File: config.mk
export PLATFORM = sky130hd
export DESIGN_NAME = lcdc_config
export DESIGN_NICKNAME = d
export VERILOG_FILES = /design/src/logic/lcdc_config.v
export VERILOG_INCLUDE_DIRS = /design/src /design/src/logic
export SDC_FILE = /design/constraint.sdc
export NUM_CORES = 1
export LEC_CHECK = 0
export ABC_AREA = 1
export BUFFER_PORTS_ARGS = -buffer_cell sky130_fd_sc_hd__buf_2
export CAP_MARGIN = 20
export CORE_ASPECT_RATIO = 2
export CORE_MARGIN = 3
export CORE_UTILIZATION = 54
export CTS_CLUSTER_SIZE = 40
export DETAILED_ROUTE_END_ITERATION = 10
export PLACE_DENSITY = 0.87
export REMOVE_ABC_BUFFERS = 1
export SYNTH_ARGS = -nofsm -noshare
export SYNTH_HDL_FRONTEND = slang
export SYNTH_SLANG_ARGS = --single-unit
File: constraint.sdc
create_clock -name clk -period 10.6 [get_ports clk]
set_input_delay 2.65 -clock clk [delete_from_list [all_inputs] [get_ports clk]]
set_output_delay 2.65 -clock clk [all_outputs]
set_load 0.01 [all_outputs]
File: src/logic/lcdc_consts.vh
// Register map, field positions, reset values and divider counts.
`ifndef LCDC_CONSTS_VH
`define LCDC_CONSTS_VH
// Register indices; a register sits at byte address index * 4.
`define LCDC_IDX_CTRL 16'h2021
`define LCDC_IDX_PSEL0 16'h2026
`define LCDC_IDX_PSEL1 16'h2027
`define LCDC_IDX_PSEL2 16'h2028
`define LCDC_IDX_BLINK 16'h205A
`define LCDC_IDX_DAC 16'h20AB
// Field positions.
`define LCDC_DIV_MSB 1
`define LCDC_DIV_LSB 0
`define LCDC_EN_BIT 5
`define LCDC_PSEL1_HI_MSB 7
`define LCDC_PSEL1_HI_LSB 5
`define LCDC_PSEL1_LO_MSB 3
`define LCDC_PSEL1_LO_LSB 0
`define LCDC_DAC_MSB 3
`define LCDC_DAC_LSB 1
// Reset values.
`define LCDC_RST_DIV 2'h0
`define LCDC_RST_EN 1'h0
`define LCDC_RST_PSEL0 3'h0
`define LCDC_RST_PSEL1 7'h00
`define LCDC_RST_PSEL2 8'h00
`define LCDC_RST_BLINK 4'h0
`define LCDC_RST_DAC 3'h0
// Frame divider codes and crystal ticks per frame-clock half period.
`define LCDC_DIV_CODE_512 2'h0
`define LCDC_DIV_CODE_256 2'h1
`define LCDC_DIV_CODE_128 2'h2
`define LCDC_DIV_CODE_64 2'h3
`define LCDC_HALF_512 9'h100
`define LCDC_HALF_256 9'h080
`define LCDC_HALF_128 9'h040
`define LCDC_HALF_64 9'h020
// Clock rates for the crystal tick generator.
`define LCDC_CLK_HZ 26'h17D_7840
`define LCDC_XTAL_HZ 26'h0_8000
`endif

File: src/logic/lcdc_config.v
// LCD segment drive configuration: registers, pin muxing, frame divider.
//
// Decided for this implementation: register access over Avalon-MM.
`timescale 1ns/1ns
// Summary of operation
// - select bit 1 gives segment, 0 gives I/O
// - 2026 bits 2..0 select segments 48..50
// - 2027 bits 7..5 seg 63..61, 3..0 seg 59..56
// - 2028 bits select segments 64..71 ascending
// - blink mask bit n applies to common n
// - divider codes 01/10/11 give 256/128/64
// - contrast code goes to the voltage DAC
// - display disabled grounds rails, commons, segments
`include "lcdc_consts.vh"

module lcdc_config #(
	parameter NPIN = 18,
	parameter NCOM = 4,
	parameter [25:0] CLK_HZ = `LCDC_CLK_HZ,
	parameter [25:0] XTAL_HZ = `LCDC_XTAL_HZ
) (
	// Clock and reset.
	input wire clk,
	input wire rst,
	// Avalon-MM slave, byte addressed.
	input wire [15:0] address,
	input wire read,
	input wire write,
	input wire [31:0] writedata,
	output reg [31:0] readdata,
	output reg waitrequest,
	// Drive from the segment and common waveform generator.
	input wire [NPIN-1:0] seg_drive,
	input wire [NCOM-1:0] com_drive,
	// General-purpose I/O function of the shared pins.
	input wire [NPIN-1:0] general_io_out,
	input wire [NPIN-1:0] general_io_oe,
	output reg [NPIN-1:0] general_io_in,
	// Shared pads.
	input wire [NPIN-1:0] pin_in,
	output reg [NPIN-1:0] pin_out,
	output reg [NPIN-1:0] pin_oe,
	// Common outputs and bias rail enables.
	output reg [NCOM-1:0] com_out,
	output reg bias_rail_top,
	output reg bias_rail_mid,
	output reg bias_rail_low,
	// Frame timing, blink and contrast.
	output reg frame_clock,
	output reg frame_tick,
	output reg [1:0] com_slot,
	output reg blink_active,
	output reg [2:0] contrast_code,
	output reg display_enable
);

	// Configuration registers.
	reg [1:0] frame_clock_divider;
	reg [2:0] pin_select_seg48_50;
	reg [6:0] pin_select_seg56_63;
	reg [7:0] pin_select_seg64_71;
	reg [3:0] blink_mask_seg18;

	// Byte addresses of the registers. Each register sits at four times
	// its index on the byte-addressed bus, and the top two index bits
	// fall off the 16-bit address on purpose; no index here needs them.
	localparam [15:0] ADDR_CTRL = `LCDC_IDX_CTRL << 2;
	localparam [15:0] ADDR_PSEL0 = `LCDC_IDX_PSEL0 << 2;
	localparam [15:0] ADDR_PSEL1 = `LCDC_IDX_PSEL1 << 2;
	localparam [15:0] ADDR_PSEL2 = `LCDC_IDX_PSEL2 << 2;
	localparam [15:0] ADDR_BLINK = `LCDC_IDX_BLINK << 2;
	localparam [15:0] ADDR_DAC = `LCDC_IDX_DAC << 2;

	// Only full-word accesses are decoded. Byte enables are not part of
	// this port, so a write always replaces every field of a register.
	// Software that wants to change one field must read, merge and write.

	// Bus handshake.
	wire req = read | write;
	wire wr_fire = write & ~waitrequest;

	// Every request is answered one edge after it appears, then the
	// slave returns to waiting so back-to-back requests each get one wait.
	// The fixed single wait keeps the answer time independent of the
	// address, at the cost of one cycle per access that a faster slave
	// could have saved. A master must not raise read and write together.
	always @(posedge clk or posedge rst) begin
		if (rst) begin
			waitrequest <= 1'b1;
		end else if (req && waitrequest) begin
			waitrequest <= 1'b0;
		end else begin
			waitrequest <= 1'b1;
		end
	end

	// Read data path; unmapped addresses read as zero.
	// Bits that belong to no field read as zero as well, so software can
	// compare a read-back word against what it meant to store.
	reg [31:0] next_readdata;
	always @* begin
		next_readdata = 32'h0000_0000;
		case (address)
		ADDR_CTRL: begin
			next_readdata[`LCDC_DIV_MSB:`LCDC_DIV_LSB] = frame_clock_divider;
			next_readdata[`LCDC_EN_BIT] = display_enable;
		end
		ADDR_PSEL0: begin
			next_readdata[2:0] = pin_select_seg48_50;
		end
		ADDR_PSEL1: begin
			next_readdata[`LCDC_PSEL1_HI_MSB:`LCDC_PSEL1_HI_LSB] =
				pin_select_seg56_63[6:4];
			next_readdata[`LCDC_PSEL1_LO_MSB:`LCDC_PSEL1_LO_LSB] =
				pin_select_seg56_63[3:0];
		end
		ADDR_PSEL2: begin
			next_readdata[7:0] = pin_select_seg64_71;
		end
		ADDR_BLINK: begin
			next_readdata[3:0] = blink_mask_seg18;
		end
		ADDR_DAC: begin
			next_readdata[`LCDC_DAC_MSB:`LCDC_DAC_LSB] = contrast_code;
		end
		default: begin
			next_readdata = 32'h0000_0000;
		end
		endcase
	end

	// The read word is captured on the edge that takes the request, so it
	// stands at the following edge, where waitrequest is low.
	always @(posedge clk or posedge rst) begin
		if (rst) begin
			readdata <= 32'h0000_0000;
		end else if (read && waitrequest) begin
			readdata <= next_readdata;
		end
	end

	// Register writes take effect at the edge where waitrequest is low.
	// A write to an unmapped address is taken with the same timing and
	// changes nothing, so a stray access cannot stall the bus.
	always @(posedge clk or posedge rst) begin
		if (rst) begin
			frame_clock_divider <= `LCDC_RST_DIV;
			display_enable <= `LCDC_RST_EN;
			pin_select_seg48_50 <= `LCDC_RST_PSEL0;
			pin_select_seg56_63 <= `LCDC_RST_PSEL1;
			pin_select_seg64_71 <= `LCDC_RST_PSEL2;
			blink_mask_seg18 <= `LCDC_RST_BLINK;
			contrast_code <= `LCDC_RST_DAC;
		end else if (wr_fire) begin
			case (address)
			ADDR_CTRL: begin
				frame_clock_divider <=
					writedata[`LCDC_DIV_MSB:`LCDC_DIV_LSB];
				display_enable <= writedata[`LCDC_EN_BIT];
			end
			ADDR_PSEL0: begin
				pin_select_seg48_50 <= writedata[2:0];
			end
			ADDR_PSEL1: begin
				// Bit 4 has no pin behind it and is dropped.
				pin_select_seg56_63 <= {
					writedata[`LCDC_PSEL1_HI_MSB:`LCDC_PSEL1_HI_LSB],
					writedata[`LCDC_PSEL1_LO_MSB:`LCDC_PSEL1_LO_LSB]
				};
			end
			ADDR_PSEL2: begin
				pin_select_seg64_71 <= writedata[7:0];
			end
			ADDR_BLINK: begin
				blink_mask_seg18 <= writedata[3:0];
			end
			ADDR_DAC: begin
				contrast_code <= writedata[`LCDC_DAC_MSB:`LCDC_DAC_LSB];
			end
			default: begin
				display_enable <= display_enable;
			end
			endcase
		end
	end

	// Pin select vector: index 0..2 seg48..50, 3..6 seg56..59,
	// 7..9 seg61..63, 10..17 seg64..71.
	wire [NPIN-1:0] pin_select = {
		pin_select_seg64_71,
		pin_select_seg56_63,
		pin_select_seg48_50
	};

	// Per-pin routing between segment drive and general I/O.
	// The pad drive is registered, so a change of select reaches the pad
	// one cycle later. A pin handed to the segment driver is always
	// driven; its general I/O input reads zero so that firmware polling a
	// pin it gave away sees a steady value rather than the segment wave.
	genvar i;
	generate
		for (i = 0; i < NPIN; i = i + 1) begin : g_pin
			always @(posedge clk or posedge rst) begin
				if (rst) begin
					pin_out[i] <= 1'b0;
					pin_oe[i] <= 1'b0;
					general_io_in[i] <= 1'b0;
				end else if (pin_select[i]) begin
					// A disabled display still drives its pins, at ground.
					pin_out[i] <= seg_drive[i] & display_enable;
					pin_oe[i] <= 1'b1;
					general_io_in[i] <= 1'b0;
				end else begin
					pin_out[i] <= general_io_out[i];
					pin_oe[i] <= general_io_oe[i];
					general_io_in[i] <= pin_in[i];
				end
			end
		end
	endgenerate

	// Commons and bias rails follow the display enable.
	// The rail outputs are enables for the analogue bias stage; a zero
	// there means the rail is pulled to ground, not left floating.
	always @(posedge clk or posedge rst) begin
		if (rst) begin
			com_out <= {NCOM{1'b0}};
			bias_rail_top <= 1'b0;
			bias_rail_mid <= 1'b0;
			bias_rail_low <= 1'b0;
		end else begin
			com_out <= com_drive & {NCOM{display_enable}};
			bias_rail_top <= display_enable;
			bias_rail_mid <= display_enable;
			bias_rail_low <= display_enable;
		end
	end

	// Crystal-rate enable made from the system clock by a fractional
	// accumulator; average rate is exact, jitter is one system clock.
	// This avoids a second clock domain for the crystal rate. The limit
	// is that XTAL_HZ must stay below CLK_HZ, or ticks would be lost.
	reg [25:0] xtal_acc;
	reg xtal_tick;
	wire [26:0] acc_sum = {1'b0, xtal_acc} + {1'b0, XTAL_HZ};
	wire acc_wrap = acc_sum >= {1'b0, CLK_HZ};
	wire [26:0] acc_left = acc_sum - {1'b0, CLK_HZ};

	always @(posedge clk or posedge rst) begin
		if (rst) begin
			xtal_acc <= 26'h000_0000;
			xtal_tick <= 1'b0;
		end else if (acc_wrap) begin
			xtal_acc <= acc_left[25:0];
			xtal_tick <= 1'b1;
		end else begin
			xtal_acc <= acc_sum[25:0];
			xtal_tick <= 1'b0;
		end
	end

	// Half-period count of the frame clock in crystal ticks.
	reg [8:0] half_count;
	always @* begin
		case (frame_clock_divider)
		`LCDC_DIV_CODE_512: begin
			half_count = `LCDC_HALF_512;
		end
		`LCDC_DIV_CODE_256: begin
			half_count = `LCDC_HALF_256;
		end
		`LCDC_DIV_CODE_128: begin
			half_count = `LCDC_HALF_128;
		end
		`LCDC_DIV_CODE_64: begin
			half_count = `LCDC_HALF_64;
		end
		default: begin
			half_count = `LCDC_HALF_512;
		end
		endcase
	end

	// Frame divider. It is held cleared while the display is off so the
	// first frame after enable starts at common 0 with a full period.
	// Lowering the divider mid-period ends that half period at the next crystal tick if tick_cnt is already at or past the new half count minus one.
	reg [8:0] tick_cnt;
	wire half_done = xtal_tick && (tick_cnt >= half_count - 9'h001);

	always @(posedge clk or posedge rst) begin
		if (rst) begin
			tick_cnt <= 9'h000;
			frame_clock <= 1'b0;
			frame_tick <= 1'b0;
			com_slot <= 2'h0;
		end else if (!display_enable) begin
			tick_cnt <= 9'h000;
			frame_clock <= 1'b0;
			frame_tick <= 1'b0;
			com_slot <= 2'h0;
		end else if (half_done) begin
			tick_cnt <= 9'h000;
			frame_clock <= ~frame_clock;
			frame_tick <= frame_clock;
			if (frame_clock) begin
				com_slot <= com_slot + 2'h1;
			end
		end else begin
			if (xtal_tick) begin
				tick_cnt <= tick_cnt + 9'h001;
			end
			frame_tick <= 1'b0;
		end
	end

	// Blink gate for segment 18 in the current common time slot.
	// It lags com_slot by one cycle, which is far below a frame period.
	// The waveform generator decides what blinking looks like; this block
	// only tells it in which common slots segment 18 takes part.
	always @(posedge clk or posedge rst) begin
		if (rst) begin
			blink_active <= 1'b0;
		end else begin
			blink_active <= blink_mask_seg18[com_slot] & display_enable;
		end
	end

endmodule

# Yosys cells after proc, flatten, opt, wreduce, memory -nomap -nowiden
# Index checks and enable logic that the tools add are counted.
[totals]
register_bits = 137
inputBits = 128
output_inout_bits = 103
wordCells = 204
[classes]
n_addsub = 5
n_lt_le_gt_ge = 3
eq_ne = 12
muxes = 77
n_bitwise = 24
reduce_logical = 11
[ops]
columns = ["op", "n"]
rows = [
  ["$eq A16 B16 Y1 const B", 6],
  ["$mux W1", 62],
  ["$pmux W9 S4", 1],
  ["$add A26 B16 Y27 const B", 1],
  ["$ge A27 B25 Y1 const B", 1],
  ["$mux W9", 3],
  ["$mux W26", 1],
  ["$sub A26 B25 Y26 const B", 1],
  ["$and A1 B1 Y1", 20],
  ["$reduce_and A2 Y1", 7],
  ["$pmux W1 S5", 2],
  ["$add A9 B1 Y9 const B", 1],
  ["$ge A9 B9 Y1", 1],
  ["$sub A9 B1 Y9 const B", 1],
  ["$mux W2", 3],
  ["$pmux W1 S6", 1],
  ["$and A4 B4 Y4", 1],
  ["$eq A2 B2 Y1 const B", 2],
  ["$pmux W1 S4", 1],
  ["$pmux W2 S2", 1],
  ["$logic_and A1 B1 Y1", 3],
  ["$lt A2 B3 Y1 const B", 1],
  ["$ne A3 B1 Y1 const B", 1],
  ["$pmux W1 S3", 1],
  ["8 further kinds", 9],
]

# Longest topological paths before layout
[logic_depth]
ltp_word = 7
depth_mapped = 14
ltp_nobuf = 14

# Worst setup path after synthesis
# OpenSTA, ideal clock, no wires.
[synth_timing]
path_kind = "input -> register"
start = "input port address[11]"
end = "register pin_select_seg64_71[1]"
setup_ps = 127
arrival_ps = 3804
required_time_ps = 10473
setup_slack_ps = 6668
cell_stages = 9
n_path_buf = 1
path_cell_list = "nor2_1 nand3_1 nor2_2 inv_1 nor2_2 nand2_1 buf_2 nand2_1 o21ai_0"
[synth_via]
elab_chain_cells = 2
[synth_lines]
columns = ["item", "line_no", "text"]
rows = [
  ["start, declared", "lcdc_config.v:26", "input wire [15:0] address,"],
  ["$eq A16 B16 Y1", "lcdc_config.v:155", "case (address)"],
  ["$reduce_and A2 Y1 (no line)", "n/a", ""],
  ["end signal, assigned", "lcdc_config.v:151", "pin_select_seg64_71 <= `LCDC_RST_PSEL2;"],
  ["end signal, assigned", "lcdc_config.v:172", "pin_select_seg64_71 <= writedata[7:0];"],
  ["end, declared", "lcdc_config.v:61", "reg [7:0] pin_select_seg64_71;"],
]
# Every way passes these cells.
# A chain may end at the register's enable or synchronous reset.

# Worst setup path in the final report
[layout_timing]
start = "input port address[11]"
end = "register pin_select_seg64_71[4]"
# Same word-level chain as after synthesis.

==> metrics.txt <==
status=finished, final reports clean; global-route wire length before repair=28.0 mm; RSZ-0062 raised after global routing=no; commonest non-fill, non-tap cell in the layout=nand2_1; Clock Latency Late Sink=430 ps; M1 GR Usage=0.257; Synth Cell Area=0.00650 mm²; Post-Route Setup TNS=0 ps; TritonCTS Buffers=17; Critical Path Slowest Stage Cell=mux2_2; H-tree levels=4; Pre-antenna DRT Iters=5; Avg WL per Cell=15.0 µm; routing usage on met3=0.0607; Hold Path Class=reg2reg; Synth Flop Type=dfrtp_1; CP dominant cell by count=nor2_2; hold_buf cts=0; Final Hold Viols=0; pre-CTS WS=5910 ps; vias in the first global route=5942; synth warn=0; Netlist cell types=37; LEAKAGE=4.33 nW; die height=161 µm; initial antenna violation count=0; row cnt=56; clock sink count=131; Port-buffer cells=182; initial DRC count=255; antenna fix cells=0; final wirelength=17.0 mm; Max IR drop VDD=0.000123 V; via count=5815; Final Max Slew Viols=0; Routability Congestion=0.988; worst relative slew slack=0.496; Post-synth EDFFs=0; crit path DAT=4620 ps; Layout Utilization=0.677; Final Skew=7.50 ps; Total Power=1.16 mW; Tot GR Track Use=0.261; total gr overflow=0; crit end category=register; fillers=929; Die Footprint=0.0135 mm²; gr busiest metal=met2; largest stage delay on the critical path=410 ps; final period utilization=0.406; measured slew at the worst slew-check pin=755 ps; I/O Pins=231; CP Max Fanout=15; syn avg cell area=8.26 µm²; largest net degree at the start of global routing=71; Post-CTS Repair Setup Buffers=0; clock transition at the registers of the reported paths=70 ps; startpoint types=input port; register bit count reported by yosys=131; Max-Cap Viols=0; CP Data Required Time=10910 ps; setup violators final=0; Setup WS post-layout=6300 ps; post-CTS resize count=0; Initial Util=0.552; most frequent cells in the layout=nand2_1, buf_2, dfrtp_1; Layout Nets=1112; fin crit period=4300 ps; final routed DRC violation total=0; Syn Inst Count=787; Fmax achieved=232 MHz; share of post-route cells with drive strength above 1=0.272; Core Area=0.0118 mm²; Pwr Density=145 mW/mm²; Routed Antenna Nets=0; Area Growth Syn to Fin=22.7%; Setup CP Type=in2reg; clock buffer depth=2; detailed placer's ending HPWL=12.7 mm; Synth async-reset ratio=1.00; GRT met2 Usage=0.494; Via density=5.14; crit-path cells=buf_2 > nor2_1 > nand3_1 > nor2_2 > inv_1 > nor2_2 > nand2_1 > mux2_2; CTS tree=done; sequential share of the synthesized area=0.505; Chip Width=83.6 µm; Root Driver=clkbuf_16
final cells by class:
| class | count | area (µm²) | share of cell area |
|---|---|---|---|
| Clock buffer | 17 | 425 | 0.0534 |
| Clock inverter | 15 | 141 | 0.0177 |
| Inverter | 113 | 429 | 0.0538 |
| Multi-Input combinational cell | 527 | 2590 | 0.325 |
| Sequential cell | 131 | 3280 | 0.411 |
| Tap cell | 145 | 181 | 0.0228 |
| Timing Repair Buffer | 184 | 926 | 0.116 |
worst max-delay path, delay by kind of cell:
family | cells | cell delay (ps)
and+or+nand+nor | 5 | 1370
muxes | 1 | 410
buffers and inverters | 2 | 190
Yosys cell counts (2+ instances only):
cell      count  area, µm²
nor3_1        9       45.0
conb_1        2       7.51
nor2_2        7       43.8
buf_6         4       45.0
nand4_1      26        163
a21oi_1      10       50.1
xor2_1       17        149
inv_2         2       7.51
ha_1         10        125
o22ai_1       3       18.8
nand3_1      49        245
clkbuf_1      3       11.3
nor2_4        3       33.8
or2_2        20        125
nand2_1     204        766
nand2_2       9       56.3
nor2_1       62        233
buf_4        30        225
o21ai_0      50        250
nand3_2       6       60.1
inv_1       109        409
clkinv_1      2       7.51
xnor2_1       4       35.0
nand3b_1      4       30.0
dfrtp_1     130       3250
state kept, by name, indices dropped and copies added (netlist names):
| name | cells |
|---|---|
| blink_mask_seg18 | 4 |
| pin_select_seg64_71 | 8 |
| tick_cnt | 9 |
| readdata | 8 |
| frame_clock | 1 |
| xtal_acc | 20 |
| frame_clock_divider | 2 |
| contrast_code | 3 |
| display_enable | 1 |
| pin_oe | 18 |
| pin_select_seg48_50 | 3 |
| com_slot | 2 |
| general_io_in | 18 |
| bias_rail_low | 1 |
| pin_select_seg56_63 | 7 |
| frame_tick | 1 |
| xtal_tick | 1 |
| com_out | 4 |
| pin_out | 18 |
| waitrequest | 1 |
| blink_active | 1 |
report_power, final:
part / switching [mW] / leakage (nW) / total, mW / internal (mW)
logic: 0.0448 / 2.38 / 0.0741 / 0.0293
registers: 0.00391 / 1.68 / 0.516 / 0.512
clock network: 0.254 / 0.275 / 0.566 / 0.311
logic make-up after synthesis:
group                      synth area share
AOI/OAI and AO/OA                    0.0535
xor gates and xnor gates             0.0283
adders and majority gates            0.0193
buffers and inverters                 0.110
DFF                                   0.505
muxes                               0.00173
other                               0.00116
and+or+nand+nor                       0.281
path summary, 6_finish.rpt:
| path | endpoint | depth (start not counted) | from | slack, ps |
|---|---|---|---|---|
| max | pin_select_seg64_71[4] | 8 | address[11] | 6300 |
| min | waitrequest | 1 | waitrequest | 490 |
| max reg2reg | xtal_acc[22] | 12 | xtal_acc[15] | 7820 |
| min reg2reg | waitrequest | 1 | waitrequest | 490 |
| max in group asynchronous | com_out[0] | 3 | rst | 7060 |
| min in group asynchronous | general_io_in[16] | 2 | rst | 2320 |
metal layers:
metal / up-vias / routed length, µm
li1: 2796 / -
met1: 2728 / 5520
met5: - / 0
met3: 59 / 977
met2: 232 / 9690
met4: 0 / 813
per-stage QoR:
step                std cells  cell area [µm²]  hold slack (ps)
floorplan                 771             6290              450
global placement         1100             7410              459
detailed placement       1100             7410              467
CTS                      1132             7970              486
global route             1132             7970              504
finish                   1132             7970              486
(Power assumes the default switching activity.)
